$ cat src/cnsf_cfg.svh
// Register offsets, field positions, reset values and code points of the charger register bank.
// Assumes inclusion by bare name from the package and the design modules.
`ifndef CNSF_CFG_SVH
`define CNSF_CFG_SVH

`define CNSF_OFS_THR_WARM      8'h1B
`define CNSF_OFS_MID_ZONE      8'h1C
`define CNSF_OFS_LIVE_STAT     8'h1D
`define CNSF_OFS_PHASE_SRC     8'h1E
`define CNSF_OFS_FAULT_STAT    8'h1F
`define CNSF_OFS_FLAGS0        8'h20
`define CNSF_OFS_FLAGS1        8'h21
`define CNSF_OFS_MASK0         8'h23
`define CNSF_OFS_MASK1         8'h24

`define CNSF_RST_THR_WARM      8'h25
`define CNSF_RST_MID_ZONE      8'h3F
`define CNSF_RST_MASK          8'h00

`define CNSF_MID_ZONE_RW_MASK  8'h7F
`define CNSF_FLAGS1_MASK       8'h09
`define CNSF_SRC_OFF           3'h0
`define CNSF_SRC_UNKNOWN       3'h4

`define CNSF_VCUT_300          2'h0
`define CNSF_VCUT_200          2'h1
`define CNSF_VCUT_100          2'h2
`define CNSF_ISCALE_SUSPEND    2'h0
`define CNSF_ISCALE_20         2'h1
`define CNSF_ISCALE_40         2'h2

`define CNSF_ZONE_NORMAL       3'h0
`define CNSF_ZONE_COLD         3'h1
`define CNSF_ZONE_HOT          3'h2
`define CNSF_ZONE_COOL         3'h3
`define CNSF_ZONE_WARM         3'h4
`define CNSF_ZONE_PRECOOL      3'h5
`define CNSF_ZONE_PREWARM      3'h6
`define CNSF_ZONE_BIAS_FAULT   3'h7

`endif

$ cat src/cnsf_pkg.sv
// Types shared by the charger register bank and its zone adjust module.
// Assumes the constants header sits in the same folder.
`include "cnsf_cfg.svh"

package cnsf_pkg;

  // Live conditions from the analog and timer blocks, already in the clock domain.
  typedef struct packed {
    logic       one_shot_mode;
    logic       conversion_done;
    logic       die_thermal_reg;
    logic       min_sys_voltage_reg;
    logic       input_current_reg;
    logic       input_voltage_reg;
    logic       charge_timer_expired;
    logic       watchdog_expired;
    logic [1:0] charge_phase_code;
    logic [2:0] input_source_code;
    logic       input_fault;
    logic       battery_fault;
    logic       system_rail_fault;
    logic       thermal_shutdown;
    logic [2:0] thermistor_zone_code;
  } cnsf_cond_s;

  // Zone adjustment handed to the regulation loops.
  typedef struct packed {
    logic       suspend;
    logic [8:0] voltage_cut_mv;
    logic [6:0] current_percent;
  } cnsf_adjust_s;

  // Register bus request as presented by the serial slave.
  typedef struct packed {
    logic       wr;
    logic       rd;
    logic [7:0] addr;
    logic [7:0] wdata;
  } cnsf_req_s;

endpackage : cnsf_pkg

$ cat src/cnsf_regs.sv
// Charger thermistor settings, live status and latched event flags behind the serial register port.
// Assumes the serial slave presents one-cycle read and write strobes and the
// condition inputs are already synchronous to i_clk.
//
// Behaviour
// - Bits 7:5 pick cold thresholds, reset 001b.
// - Bits 4:2 pick hot thresholds, reset 001b.
// - Warm zone cuts voltage by warm field.
// - Mirror bit reuses warm cuts for cool.
// - Prewarm zone cuts voltage, reset unchanged.
// - Prewarm zone scales current, reset unchanged.
// - Precool zone scales current, reset unchanged.
// - Conversion done status only in one-shot.
// - Live regulation status bits five to two.
// - Timer and watchdog expiry live status.
// - Charge phase code in bits 4:3.
// - Input source code in bits 2:0.
// - Fault bit 7 for input stop.
// - Fault bits 6, 5 battery and rail.
// - Fault bit 3 for thermal shutdown.
// - Thermistor zone code in bits 2:0.
// - Conversion flag latches only in one-shot.
// - Flags 5,3,2 latch on rising edges.
// - Flag 4 latches on entry and exit.
// - Flags 1,0 latch on expiry edges.
// - Second flags latch phase, source changes.
// - Unmasked events pulse the interrupt output.
`timescale 1ns/1ps
`include "cnsf_cfg.svh"

module cnsf_regs (
  // Clock and reset
  input  wire logic                  i_clk,
  input  wire logic                  i_reset_n,
  // Register port
  input  cnsf_pkg::cnsf_req_s        i_req,
  output logic [7:0]                 o_rdata,
  output logic                       o_rvalid,
  // Live conditions
  input  cnsf_pkg::cnsf_cond_s       i_cond,
  // Outputs to the charger
  output logic [2:0]                 o_cold_side_threshold_select,
  output logic [2:0]                 o_hot_side_threshold_select,
  output cnsf_pkg::cnsf_adjust_s     o_adjust,
  output logic                       o_int_pulse
);
  import cnsf_pkg::*;

  typedef struct packed {
    logic [7:0] thr_warm;
    logic [7:0] mid_zone;
    logic [7:0] mask0;
    logic [7:0] mask1;
    logic [7:0] flags0;
    logic [7:0] flags1;
    cnsf_cond_s cond_prev;
    logic [7:0] rdata;
    logic       rvalid;
    logic       irq;
  } cnsf_state_s;

  cnsf_state_s state_q;
  cnsf_state_s state_d;

  logic [7:0] live_stat;
  logic [7:0] phase_src;
  logic [7:0] fault_stat;
  logic [7:0] ev0;
  logic [7:0] ev1;
  logic [7:0] rd_val;

  ////////////////////////////////////////////////////////////////////////////////
  // Live status views.

  always_comb begin
    live_stat    = 8'h00;
    live_stat[6] = i_cond.conversion_done & i_cond.one_shot_mode;
    live_stat[5] = i_cond.die_thermal_reg;
    live_stat[4] = i_cond.min_sys_voltage_reg;
    live_stat[3] = i_cond.input_current_reg;
    live_stat[2] = i_cond.input_voltage_reg;
    live_stat[1] = i_cond.charge_timer_expired;
    live_stat[0] = i_cond.watchdog_expired;
  end

  always_comb begin
    phase_src      = 8'h00;
    phase_src[4:3] = i_cond.charge_phase_code;
    phase_src[2:0] = i_cond.input_source_code;
  end

  always_comb begin
    fault_stat      = 8'h00;
    fault_stat[7]   = i_cond.input_fault;
    fault_stat[6]   = i_cond.battery_fault;
    fault_stat[5]   = i_cond.system_rail_fault;
    fault_stat[3]   = i_cond.thermal_shutdown;
    fault_stat[2:0] = i_cond.thermistor_zone_code;
  end

  ////////////////////////////////////////////////////////////////////////////////
  // Event detection against the previous cycle's conditions.

  always_comb begin
    ev0    = 8'h00;
    ev0[6] = i_cond.one_shot_mode & i_cond.conversion_done
           & ~state_q.cond_prev.conversion_done;
    ev0[5] = i_cond.die_thermal_reg & ~state_q.cond_prev.die_thermal_reg;
    ev0[4] = i_cond.min_sys_voltage_reg ^ state_q.cond_prev.min_sys_voltage_reg;
    ev0[3] = i_cond.input_current_reg & ~state_q.cond_prev.input_current_reg;
    ev0[2] = i_cond.input_voltage_reg & ~state_q.cond_prev.input_voltage_reg;
    ev0[1] = i_cond.charge_timer_expired & ~state_q.cond_prev.charge_timer_expired;
    ev0[0] = i_cond.watchdog_expired & ~state_q.cond_prev.watchdog_expired;
  end

  always_comb begin
    ev1    = 8'h00;
    ev1[3] = (i_cond.charge_phase_code != state_q.cond_prev.charge_phase_code);
    ev1[0] = (i_cond.input_source_code != state_q.cond_prev.input_source_code);
  end

  ////////////////////////////////////////////////////////////////////////////////
  // Read multiplexer; unmapped offsets read as zero.

  always_comb begin
    rd_val = 8'h00;
    if (i_req.addr == `CNSF_OFS_THR_WARM) begin
      rd_val = state_q.thr_warm;
    end else if (i_req.addr == `CNSF_OFS_MID_ZONE) begin
      rd_val = state_q.mid_zone;
    end else if (i_req.addr == `CNSF_OFS_LIVE_STAT) begin
      rd_val = live_stat;
    end else if (i_req.addr == `CNSF_OFS_PHASE_SRC) begin
      rd_val = phase_src;
    end else if (i_req.addr == `CNSF_OFS_FAULT_STAT) begin
      rd_val = fault_stat;
    end else if (i_req.addr == `CNSF_OFS_FLAGS0) begin
      rd_val = state_q.flags0;
    end else if (i_req.addr == `CNSF_OFS_FLAGS1) begin
      rd_val = state_q.flags1;
    end else if (i_req.addr == `CNSF_OFS_MASK0) begin
      rd_val = state_q.mask0;
    end else if (i_req.addr == `CNSF_OFS_MASK1) begin
      rd_val = state_q.mask1;
    end
  end

  ////////////////////////////////////////////////////////////////////////////////
  // Next state.

  always_comb begin
    state_d           = state_q;
    state_d.cond_prev = i_cond;
    state_d.rvalid    = i_req.rd;
    if (i_req.rd) begin
      state_d.rdata = rd_val;
    end
    // A read clears only the bits it returned; a new event in the same cycle survives.
    if (i_req.rd && (i_req.addr == `CNSF_OFS_FLAGS0)) begin
      state_d.flags0 = 8'h00;
    end
    if (i_req.rd && (i_req.addr == `CNSF_OFS_FLAGS1)) begin
      state_d.flags1 = 8'h00;
    end
    state_d.flags0 = state_d.flags0 | ev0;
    state_d.flags1 = state_d.flags1 | (ev1 & `CNSF_FLAGS1_MASK);
    if (i_req.wr) begin
      if (i_req.addr == `CNSF_OFS_THR_WARM) begin
        state_d.thr_warm = i_req.wdata;
      end else if (i_req.addr == `CNSF_OFS_MID_ZONE) begin
        state_d.mid_zone = i_req.wdata & `CNSF_MID_ZONE_RW_MASK;
      end else if (i_req.addr == `CNSF_OFS_MASK0) begin
        state_d.mask0 = i_req.wdata & 8'h7F;
      end else if (i_req.addr == `CNSF_OFS_MASK1) begin
        state_d.mask1 = i_req.wdata & `CNSF_FLAGS1_MASK;
      end
    end
    state_d.irq = |(ev0 & ~state_q.mask0) | |(ev1 & `CNSF_FLAGS1_MASK & ~state_q.mask1);
  end

  always_ff @(posedge i_clk) begin
    if (!i_reset_n) begin
      state_q.thr_warm  <= `CNSF_RST_THR_WARM;
      state_q.mid_zone  <= `CNSF_RST_MID_ZONE;
      state_q.mask0     <= `CNSF_RST_MASK;
      state_q.mask1     <= `CNSF_RST_MASK;
      state_q.flags0    <= 8'h00;
      state_q.flags1    <= 8'h00;
      state_q.cond_prev <= '0;
      state_q.rdata     <= 8'h00;
      state_q.rvalid    <= 1'b0;
      state_q.irq       <= 1'b0;
    end else begin
      state_q <= state_d;
    end
  end

  ////////////////////////////////////////////////////////////////////////////////
  // Zone adjustment and outputs.

  cnsf_zone_adjust u_zone_adjust (
    .i_clk                        (i_clk),
    .i_reset_n                    (i_reset_n),
    .i_zone                       (i_cond.thermistor_zone_code),
    .i_warm_zone_voltage_cut      (state_q.thr_warm[1:0]),
    .i_cool_mirror_warm_enable    (state_q.mid_zone[6]),
    .i_prewarm_zone_voltage_cut   (state_q.mid_zone[5:4]),
    .i_prewarm_zone_current_scale (state_q.mid_zone[3:2]),
    .i_precool_zone_current_scale (state_q.mid_zone[1:0]),
    .o_adjust                     (o_adjust)
  );

  assign o_cold_side_threshold_select = state_q.thr_warm[7:5];
  assign o_hot_side_threshold_select  = state_q.thr_warm[4:2];
  assign o_rdata                      = state_q.rdata;
  assign o_rvalid                     = state_q.rvalid;
  assign o_int_pulse                  = state_q.irq;

endmodule : cnsf_regs

$ cat src/cnsf_zone_adjust.sv
// Maps the thermistor zone and the zone settings to a voltage cut and a current scale.
// Assumes zone code and settings come from the register bank on the same clock.
`timescale 1ns/1ps
`include "cnsf_cfg.svh"

module cnsf_zone_adjust (
  // Clock and reset
  input  wire logic                  i_clk,
  input  wire logic                  i_reset_n,
  // Zone and settings
  input  wire logic [2:0]            i_zone,
  input  wire logic [1:0]            i_warm_zone_voltage_cut,
  input  wire logic                  i_cool_mirror_warm_enable,
  input  wire logic [1:0]            i_prewarm_zone_voltage_cut,
  input  wire logic [1:0]            i_prewarm_zone_current_scale,
  input  wire logic [1:0]            i_precool_zone_current_scale,
  // Adjustment
  output cnsf_pkg::cnsf_adjust_s     o_adjust
);
  import cnsf_pkg::*;

  typedef struct packed {
    cnsf_adjust_s adj;
  } cnsf_za_state_s;

  cnsf_za_state_s state_q;
  cnsf_za_state_s state_d;

  function automatic logic [8:0] vcut(input logic [1:0] code);
    logic [8:0] mv;
    mv = 9'h000;
    if (code == `CNSF_VCUT_300) begin
      mv = 9'h12C;
    end else if (code == `CNSF_VCUT_200) begin
      mv = 9'h0C8;
    end else if (code == `CNSF_VCUT_100) begin
      mv = 9'h064;
    end
    return mv;
  endfunction : vcut

  function automatic logic [6:0] iscale(input logic [1:0] code);
    logic [6:0] pct;
    pct = 7'h64;
    if (code == `CNSF_ISCALE_SUSPEND) begin
      pct = 7'h00;
    end else if (code == `CNSF_ISCALE_20) begin
      pct = 7'h14;
    end else if (code == `CNSF_ISCALE_40) begin
      pct = 7'h28;
    end
    return pct;
  endfunction : iscale

  always_comb begin
    state_d                     = state_q;
    state_d.adj.voltage_cut_mv  = 9'h000;
    state_d.adj.current_percent = 7'h64;
    case (i_zone)
      `CNSF_ZONE_WARM: begin
        state_d.adj.voltage_cut_mv = vcut(i_warm_zone_voltage_cut);
      end
      `CNSF_ZONE_PREWARM: begin
        state_d.adj.voltage_cut_mv  = vcut(i_prewarm_zone_voltage_cut);
        state_d.adj.current_percent = iscale(i_prewarm_zone_current_scale);
      end
      `CNSF_ZONE_COOL: begin
        if (i_cool_mirror_warm_enable) begin
          state_d.adj.voltage_cut_mv = vcut(i_warm_zone_voltage_cut);
        end
      end
      `CNSF_ZONE_PRECOOL: begin
        if (i_cool_mirror_warm_enable) begin
          state_d.adj.voltage_cut_mv = vcut(i_prewarm_zone_voltage_cut);
        end
        state_d.adj.current_percent = iscale(i_precool_zone_current_scale);
      end
      default: begin
      end
    endcase
    state_d.adj.suspend = (state_d.adj.current_percent == 7'h00);
  end

  always_ff @(posedge i_clk) begin
    if (!i_reset_n) begin
      state_q <= '{adj: '{suspend: 1'b0, voltage_cut_mv: 9'h000, current_percent: 7'h64}};
    end else begin
      state_q <= state_d;
    end
  end

  assign o_adjust = state_q.adj;

endmodule : cnsf_zone_adjust

$ cat config.mk
export PLATFORM = sky130hd
export DESIGN_NAME = cnsf_regs
export DESIGN_NICKNAME = d
export VERILOG_FILES = /design/src/cnsf_pkg.sv /design/src/cnsf_regs.sv /design/src/cnsf_zone_adjust.sv
export VERILOG_INCLUDE_DIRS = /design/src
export SDC_FILE = /design/constraint.sdc
export NUM_CORES = 1
export LEC_CHECK = 0
export BUFFER_PORTS_ARGS = -buffer_cell sky130_fd_sc_hd__buf_2
export CELL_PAD_IN_SITES_DETAIL_PLACEMENT = 0
export CELL_PAD_IN_SITES_GLOBAL_PLACEMENT = 1
export CORE_AREA = 2 2 101 103
export CTS_CLUSTER_DIAMETER = 150
export DETAILED_ROUTE_END_ITERATION = 10
export DIE_AREA = 0 0 103 105
export PLACE_DENSITY = 0.75
export REMOVE_ABC_BUFFERS = 1
export SLEW_MARGIN = 40
export SYNTH_ARGS = -nofsm -noshare
export SYNTH_HDL_FRONTEND = slang
export SYNTH_HIERARCHICAL = 1
export SYNTH_SLANG_ARGS = --single-unit
$ cat constraint.sdc
create_clock -name i_clk -period 1.35 [get_ports i_clk]
set_input_delay 0.0675 -clock i_clk [delete_from_list [all_inputs] [get_ports i_clk]]
set_output_delay 0.0675 -clock i_clk [all_outputs]
set_load 0.05 [all_outputs]
==> metrics.md, run 1 <==
| Metric | Value |
|---|---|
| Critical Path Start Type | register |
| Setup_tns | 0 ps |
| Total Routed Length | between 9000 and 10000 um |
| Worst path arrival time | 1550 ps |
| GR Util All Layers | between 10% and 20% |
| GR Util met1 | about a quarter |
| Post-layout minimum cycle time | about 1300 ps |
| Prevailing post-synth register cell | dfxtp_1 |
| Critical Path, Cell by Cell | xnor2_1, nand2_1, a2111o_1, o31a_1 |
| Slowest-stage cell, CP | a2111o_1 |
| Htree depth | 3 |
| Seq/Total Area, Yosys | between 30 and 40% |
| P per Cell Area | between 900 and 1000 mW/mm2 |
| Path type of the worst setup path | register to register |
| Outcome | complete, no violations |
| Final Setup Violations | 0 |
| Chip width | about 100 um |
| Clock skew | about 8.7 ps |
| Total Die Area | 0.01082 mm2 |
| Syn Area/Cell | a little over 9 um2 |
| Global-route wire length before repair | ~15000 um |
| Vias per inst | slightly below 5 |
| Die H | roughly 110 um |
| Share of cells above drive strength 1 | between 20% and 30% |
| Antenna cells | 0 |
| CTS Sinks | 66 |
| Clock transition at path regs | approximately 70 ps |
| Period utilisation layout | 97.12% |
| Worst Setup End Kind | register |
| Initial antenna violation count | 0 |
| Leakage | 0.001899 uW |
| Flops & latches, synth | 66 |
| Peak VDD IR | 493.9 uV |
| Overflow after GRT | 0 |
| Unrepaired setup endpoints after global routing | yes |
| TritonCTS Buffers | 9 |
| Vias in the first global route | approximately 3000 |
| Drt pass-1 iters | 4 |
| Hold WC Path Type | input port to register |
| I/O Pins | 73 |
| Port-buffer cells | between 60 and 70 |
| Worst path max stage delay | roughly 370 ps |
| Worst skew pair latency | between 300 and 400 ps |
| Asr flop ratio synth | 0% |
| RR Startpoint | state_q[21] |
| Core area | roughly 0.0096 mm2 |
| Hold Violations, Final | 0 |
| DRC errors left | 0 |
| Area grow syn2layout | 24.15% |
| Routing usage on met2 | ~28% |
| Max cap viols | 0 |
| Fmax | 762.7 MHz |
| CTS tree | built |
| Post-synthesis cell count | ~390 |
| Hpwl dp | 7166 um |
| EDFF count, synth | 0 |
| Worst Path Required | about 1600 ps |
| Initial Utilization | 36.28% |
| Routed wire length per instance | approximately 15 um |
| Worst Min Path Start | i_cond[8] |
| Final cell utilization of the core | between 40 and 50% |
| ANT nets after route | 0 |
| Synth Warn # | 6 |
| RePlAce Congestion | 0.8838 |
| Post-Syn Area | 0.003497 mm2 |
| DRT iter0 DRCs | 100 |
| CTS Buffer Depth | 2 |
| Clk root buf | clkbuf_8 |
| Setup repair bufs after CTS | 0 |
| Most Used Layer, Global Route | met2 |
| Cell variety after synth | 63 |
| Largest net degree at the start of global routing | 31 |
| Vias after detailed routing | roughly 3100 |
| Worst setup path start | state_q[21] |
| Met3 usage | slightly above 4% |
| Final slew viol count | 0 |
| Final #Nets | about 520 |
| Rows | 36 |
| CP max FO | 2 |
-- worst paths after layout --
check,end,slack (ps),depth (start not counted)
worst max-delay path,o_int_pulse,40,4
worst min-delay path,state_q[18],20,2
worst max register to register,o_int_pulse,40,4
worst min register to register,o_rdata[7],470,2
-- per-layer routing --
layer	up-vias	wire length, um
li1	1523	-
met1	1427	4203
met2	87	4488
met3	15	549
met4	0	201
met5	-	0
-- logic make-up (layout without fill, tap and decap cells) --
group / Yosys count / in the layout / share of synthesized area, %
XOR/XNOR: 7 / 7 / 1.753
buffers and inverters: 53 / 145 / 9.731
AO/OA/AOI/OAI: 81 / 81 / 15.81
other: 1 / 5 / 0.1072
multiplexers: 21 / 21 / 6.798
AND/OR/NAND/NOR: 151 / 151 / 25.87
flip-flops: 66 / 66 / 37.78
adder cells (fa/ha/maj): 6 / 6 / 2.147
-- layout by cell type (no fill, tap or decap), types with 6 or more instances in the layout --
master and count:
buf_4 33, dlygate4sd3_1 17, nand3_1 20, mux2i_1 17
buf_2 66, o21ai_0 11, nand2_1 31, dfxtp_1 64
ha_1 6, nor3_1 6, and2_1 16, o21ai_1 6
nor2b_1 33, clkbuf_8 10, inv_1 12, nand2b_1 6
a22oi_1 6, nor2_1 9, a21oi_1 19, a31oi_1 7
-- Yosys cell counts (3+ instances only) --
| master | n | area (um2) |
|---|---|---|
| o21ai_1 | 6 | 30.03 |
| o21ai_0 | 11 | 55.05 |
| nor2b_1 | 33 | 206.5 |
| a22oi_1 | 6 | 45.04 |
| o22ai_1 | 4 | 25.02 |
| nor3_1 | 6 | 30.03 |
| inv_1 | 12 | 45.04 |
| a21oi_1 | 19 | 95.09 |
| buf_4 | 25 | 187.7 |
| ha_1 | 6 | 75.07 |
| nand3_1 | 20 | 100.1 |
| a22o_1 | 3 | 26.28 |
| dfxtp_1 | 66 | 1321 |
| nor2_2 | 3 | 18.77 |
| o32ai_1 | 3 | 26.28 |
| and3_1 | 4 | 25.02 |
| and2_1 | 16 | 100.1 |
| o311ai_0 | 3 | 26.28 |
| nand2b_1 | 6 | 37.54 |
| nor2_1 | 9 | 33.78 |
| nand2_1 | 31 | 116.4 |
| xnor2_1 | 6 | 52.55 |
| a31oi_1 | 7 | 43.79 |
| nand4_1 | 4 | 25.02 |
| clkbuf_1 | 8 | 30.03 |
| buf_6 | 6 | 67.56 |
| mux2i_1 | 17 | 170.2 |
-- sequential cells by signal, summed over array words and instances (netlist names) --
| register | count |
|---|---|
| o_cold_side_threshold_select | 3 |
| state_q | 39 |
| o_hot_side_threshold_select | 3 |
| o_rvalid | 1 |
| o_rdata | 8 |
| o_int_pulse | 1 |
| u_zone_adjust/o_adjust | 11 |
-- final cells by class --
type,instances,area (um2)
Inverter,12,45.04
Multi-Input combinational cell,271,1864
Timing Repair Buffer,117,768.2
Tap cell,133,166.4
Clock inverter,5,30.03
Sequential cell,66,1326
Fill cell,993,5298
Clock buffer,11,141.4
-- timing repair --
action | 4_1_cts | 5_1_grt
hold endpoints to repair | 18 | 1
endpoints found under the setup margin | 1 | 3
gates cloned | 0 | 0
hold buffers | 16 | 1
pin swaps | 3 | 3
gates resized for setup | 0 | 6
-- through the flow --
| step | total power, uW | area [um2] | instances | hold slack (ps) | setup WS [ps] |
|---|---|---|---|---|---|
| after floorplan | 2372 | 3217 | 349 | 129.4 | 78.57 |
| after global placement | 2645 | 3986 | 583 | 282.2 | -28.70 |
| after detailed placement | 2654 | 3986 | 583 | 289.3 | -47.44 |
| after CTS | 4169 | 4318 | 615 | 0.5358 | 1.079 |
| after global routing | 4316 | 4342 | 615 | 21.34 | -8.698 |
| final | 4129 | 4342 | 615 | 16.48 | 38.82 |
-- worst max-delay path, delay by kind of cell, from the launching register on --
kind	cells	cell delay, ps
simple gates	1	110
flops	1	310
compound gates	2	650
xor+xnor	1	130
-- power breakdown --
| part | leakage, uW | switching, uW | internal (uW) |
|---|---|---|---|
| Clock | 0.0000851 | 772 | 706 |
| Sequential | 0.000540 | 27.3 | 2000 |
| Combinational | 0.00127 | 359 | 262 |
Note: power is estimated with default switching activity, not from simulation.
==> run 2: changes to the inputs <==
Settings changed: REMOVE_ABC_BUFFERS 1 to not set.
==> run 2 against run 1 <==
Setup slack better by 6.1 ps. Clock power hardly changed. Largest power group unchanged. Worst hold slack worse by 13 ps. Via count is 0.85% lower.
==> metrics.md, run 2 (synthesis gave the netlist of run 1 again) <==
| Metric | Value |
|---|---|
| Outcome | complete, no violations (unchanged) |
| Drt pass-1 iters | 4 (unchanged) |
| Top reg by flops | state_q (unchanged) |
| Post-layout minimum cycle time | 1305 ps (was 1311 ps) |
| Clk root buf | clkbuf_8 (unchanged) |
| Vias after detailed routing | 3026 (was 3052) |
| Clock transition at path regs | 70 ps (about the same) |
| Vias in the first global route | 2933 (was 2939) |
| Htree depth | 3 (unchanged) |
| Path type of the worst setup path | register to register (unchanged) |
| Max cap viols | 0 (unchanged) |
| Final Setup Violations | 0 (unchanged) |
| Power Total | 4122 uW (was 4129 uW) |
| Port-buffer cells | 67 (unchanged) |
| Hpwl dp | 7123 um (was 7166 um) |
| Initial antenna violation count | 0 (unchanged) |
| Placed instance count | 578 (was 583) |
| Clock skew | 9.327 ps (was 8.694 ps) |
| DRT iter0 DRCs | 149 (was 100) |
| Worst path arrival time | 1540 ps (was 1550 ps) |
| Fill cells | 1007 (was 993) |
| Register area | 0.001324 mm2 (was 0.001326 mm2) |
| Critical Path Start Type | register (unchanged) |
| RR Startpoint | state_q[21] (unchanged) |
| CP max FO | 2 (unchanged) |
| Worst Setup End Kind | register (unchanged) |
| Max reg flops | 39 (unchanged) |
| CTS tree | built (unchanged) |
| Worst Min Path Start | i_req[2] (was i_cond[8]) |
| CTS Buffer Depth | 2 (unchanged) |
| Most frequent cells in the layout | buf_2 (66), dfxtp_1 (64), nor2b_1 (33), nand2_1 (31), buf_4 (28) (was buf_2 (66), dfxtp_1 (64), nor2b_1 (33), buf_4 (33), nand2_1 (31)) |
| Post-Layout Cell Count | 608 (was 615) |
| I/O Pins | 73 (unchanged) |
| Core area | 0.009639 mm2 (unchanged) |
| Period utilisation layout | 96.67% (was 97.12%) |
| Unrepaired setup endpoints after global routing | no (was yes) |
| Worst Path Required | 1580 ps (was 1590 ps) |
| Largest net degree at the start of global routing | 27 (was 31) |
| Rows | 36 (unchanged) |
| ANT nets after route | 0 (unchanged) |
| Routed wire length per instance | 15.44 um (was 15.35 um) |
| Worst setup path start | state_q[21] (unchanged) |
| DRC errors left | 0 (unchanged) |
| Overflow after GRT | 0 (unchanged) |
| Hold Violations, Final | 0 (unchanged) |
| Peak VDD IR | 386.0 uV (was 493.9 uV) |
| RePlAce Congestion | 0.9160 (was 0.8838) |
| Worst skew pair latency | 350 ps (about the same) |
| Setup repair bufs after CTS | 0 (unchanged) |
| Total Die Area | 0.01082 mm2 (unchanged) |
| GR Util All Layers | 18.06% (was 18.13%) |
| Total Routed Length | 9386 um (was 9443 um) |
| Share of cells above drive strength 1 | 28.84% (was 29.67%) |
| Chip width | 103 um (unchanged) |
| Leakage | 0.001862 uW (was 0.001899 uW) |
| Final #Nets | 516 (was 523) |
| P per Cell Area | 964.4 mW/mm2 (was 951.0 mW/mm2) |
| Most common cell after layout, fill and taps aside | buf_2 (unchanged) |
| Global-route wire length before repair | 15000 um (was 14870 um) |
| Initial Utilization | 36.28% (unchanged) |
| Vias per inst | 4.977 (was 4.963) |
| Fmax | 766.2 MHz (was 762.7 MHz) |
| TritonCTS Buffers | 9 (unchanged) |
| Antenna cells | 0 (unchanged) |
| Final slew viol count | 0 (unchanged) |
| Hold WC Path Type | input port to register (unchanged) |
| Footprint of the multi-input gates | 0.001857 mm2 (was 0.001864 mm2) |
| CTS Sinks | 66 (unchanged) |
| Area grow syn2layout | 22.22% (was 24.15%) |
| Die H | 105 um (unchanged) |
run 2: cell types whose count changed in the layout (fill, tap and decap cells not counted):
cell           previous run  this run
dfxtp_2                   1         2
o21ai_1                   6         7
buf_4                    33        28
xnor2_2                   1         0
dfxtp_4                   1         0
dlygate4sd3_1            17        15
o21ai_0                  11        10
xnor2_1                   5         6
run 2: final timing paths:
path                                                       end  slack [ps]  cells past startpoint
worst max-delay path                               o_int_pulse          40                      4
worst min-delay path            o_hot_side_threshold_select[0]           4                      3
worst max register to register                     o_int_pulse          40                      4
worst min register to register                      o_rdata[7]         480                      2
run 2: area by class of cell:
type                            instances  share of cell area (%)
Clock buffer                           11                   3.308
Clock inverter                          5                  0.7026
Inverter                               12                   1.054
Multi-Input combinational cell        271                   43.44
Sequential cell                        66                   30.97
Tap cell                              133                   3.893
Timing Repair Buffer                  110                   16.63
run 2: layer usage:
metal	wire, um	global-route usage [%]	up-vias
met5	0	0	-
met4	126	5.639	0
met3	510	3.679	11
met2	4537	29.08	76
met1	4212	23.99	1439
li1	-	-	1500
run 2: power by group:
group | switching [uW] | total (uW) | internal, uW
clock network | 780 | 1490 | 707
logic | 354 | 604 | 251
registers | 27.1 | 2030 | 2000
run 2: stage by stage:
stage / hold WS (ps) / instance area, um2 / worst slack (ps) / util (%) / TNS, ps
final: 3.551 / 4274 / 44.89 / 44.34 / 0
after floorplan: 152.6 / 3512 / 95.03 / - / 0
after detailed placement: 296.7 / 3949 / -27.41 / 40.97 / -144.2
after CTS: 3.832 / 4272 / 9.101 / 44.31 / 0
after global routing: 8.762 / 4274 / 2.187 / 44.34 / 0
after global placement: 284.9 / 3949 / -13.19 / 40.97 / -13.49
run 2: timing repair:
item	4_1_cts	5_1_grt
hold endpoints to repair	16	0
gates resized for setup	1	4
endpoints found under the setup margin	1	4
hold buffers	15	0
pin swaps	1	1
run 2: worst max-delay path, cell delays in order, from the launching register on:
cell and delay (ps):
dfxtp_2 320, xnor2_1 120, nand2_1 100, a2111o_1 370, o31a_1 280
==> run 3: changes to the inputs <==
Settings changed: CORE_AREA 2 2 101 103 to 2 2 96 98, DIE_AREA 0 0 103 105 to 0 0 98 100, PLACE_DENSITY 0.75 to 0.79.
Clock period 1.35 ns to 1.3 ns, I/O delays scaled along.
==> run 3 against run 2 <==
Utilization rose by 6.0 points. Via count rose by 2.4%. Maximum frequency increased by 3.1%. Largest power group unchanged.
==> metrics.md, run 3 (synthesis gave the netlist of run 1 again) <==
| Metric | Value |
|---|---|
| Final Setup Violations | 0 (unchanged) |
| CTS Buffer Depth | 2 (unchanged) |
| CP Buf/Inv Count | 0 (unchanged) |
| Post-layout minimum cycle time | 1266 ps (was 1305 ps) |
| Antenna cells | 0 (unchanged) |
| Routed wire length per instance | 14.95 um (was 15.44 um) |
| Clk root buf | clkbuf_8 (unchanged) |
| RePlAce Congestion | 0.8633 (was 0.9160) |
| Final #Nets | 535 (was 516) |
| Worst Path Required | 1530 ps (was 1580 ps) |
| Hpwl dp | 6879 um (was 7123 um) |
| TritonCTS Buffers | 9 (unchanged) |
| Vias in the first global route | 2916 (was 2933) |
| Most common cell after layout, fill and taps aside | buf_2 (unchanged) |
| Most frequent cells in the layout | buf_2 (67), dfxtp_1 (61), buf_4 (42), nor2b_1 (33), nand2_1 (30) (was buf_2 (66), dfxtp_1 (64), nor2b_1 (33), nand2_1 (31), buf_4 (28)) |
| P per Cell Area | 1066 mW/mm2 (was 964.4 mW/mm2) |
| Unrepaired setup endpoints after global routing | yes (was no) |
| CP max FO | 2 (unchanged) |
| Initial Utilization | 39.34% (was 36.28%) |
| CTS tree | built (unchanged) |
| Hold Violations, Final | 0 (unchanged) |
| Worst Setup End Kind | register (unchanged) |
| Total Routed Length | 9016 um (was 9386 um) |
| GR Util All Layers | 18.68% (was 18.06%) |
| CTS Sinks | 66 (unchanged) |
| Rows | 35 (was 36) |
| Clock skew | 7.774 ps (was 9.327 ps) |
| Outcome | complete, no violations (unchanged) |
| Leakage | 0.001982 uW (was 0.001862 uW) |
| Power Total | 4766 uW (was 4122 uW) |
| Final slew viol count | 0 (unchanged) |
| Area grow syn2layout | 27.87% (was 22.22%) |
| Max cap viols | 0 (unchanged) |
| Fmax | 789.6 MHz (was 766.2 MHz) |
| Overflow after GRT | 0 (unchanged) |
| Critical Path, Cell by Cell | xnor2_1, nand2_2, a2111o_1, o31a_1 (was xnor2_1, nand2_1, a2111o_1, o31a_1) |
| CP top delay family | compound AO/OA/AOI/OAI gates (unchanged) |
| Peak VDD IR | 626.5 uV (was 386.0 uV) |
| Die H | 100 um (was 105 um) |
| Period utilisation layout | 97.42% (was 96.67%) |
| Total Die Area | 0.009800 mm2 (was 0.01082 mm2) |
| Worst skew pair latency | 340 ps (was 350 ps) |
| I/O Pins | 73 (unchanged) |
| Largest net degree at the start of global routing | 43 (was 27) |
| DRT iter0 DRCs | 98 (was 149) |
| DRC errors left | 0 (unchanged) |
| Path type of the worst setup path | register to register (unchanged) |
| ANT nets after route | 0 (unchanged) |
| Vias per inst | 5.141 (was 4.977) |
| Top reg by flops | state_q (unchanged) |
| Worst path max stage delay | 360 ps (was 370 ps) |
| Htree depth | 3 (unchanged) |
| Drt pass-1 iters | 4 (unchanged) |
| Initial antenna violation count | 0 (unchanged) |
| Worst path arrival time | 1500 ps (was 1540 ps) |
| Port-buffer cells | 67 (unchanged) |
| Global-route wire length before repair | 14330 um (was 15000 um) |
| Chip width | 98 um (was 103 um) |
| Setup_tns | 0 ps (unchanged) |
| Vias after detailed routing | 3100 (was 3026) |
| Slowest-stage cell, CP | a2111o_1 (unchanged) |
| Critical Path Start Type | register (unchanged) |
| Clock transition at path regs | 70 ps (about the same) |
| Hold WC Path Type | input port to register (unchanged) |
| Max reg flops | 39 (unchanged) |
| Share of cells above drive strength 1 | 32.32% (was 28.84%) |
| Core area | 0.008890 mm2 (was 0.009639 mm2) |
## run 3: final cells by class
cell class	count	area, um2
clock inverters	2	60.06
clock buffers	12	165.2
inverters	12	45.04
flip-flops and latches	66	1328
multi-input cells	271	1873
well taps	111	138.9
fillers	872	4418
repair buffers	129	862.1
## run 3: worst paths after layout
kind / cells after the start / end / start / slack, ps
max: 4 / o_int_pulse / state_q[21] / 30
min: 2 / u_zone_adjust/o_adjust[5] / i_reset_n / 20
max reg2reg: 4 / o_int_pulse / state_q[21] / 30
min reg2reg: 2 / o_rdata[7] / o_rdata[7] / 490
## run 3: routing by layer
layer	track usage, %	up-vias	wire length [um]
met2	32.09	74	4407
met4	7.051	0	159
li1	-	1535	-
met5	0	-	0
met3	3.412	11	380
met1	23.45	1480	4069
## run 3: timing repair
item,4_1_cts,5_1_grt
pin swaps,3,6
hold buffers,18,0
resized for setup,2,11
setup endpoints to repair,3,4
setup buffers,4,1
hold endpoints to repair,19,0
## run 3: power breakdown
part	internal, uW	switching [uW]
clock network	1220	763
registers	2080	28.6
logic	298	378
## run 3: metrics by stage
stage | cells | util (%) | area [um2] | worst slack, ps | hold WS [ps]
CTS | 603 | 49.96 | 4442 | 1.463 | 8.094
global route | 603 | 50.30 | 4472 | -28.37 | 28.15
finish | 603 | 50.30 | 4472 | 33.59 | 17.98
floorplan | 390 | - | 3512 | 45.03 | 150.1
global placement | 567 | 45.04 | 4004 | -61.04 | 278.9
detailed placement | 567 | 45.04 | 4004 | -74.60 | 286.4
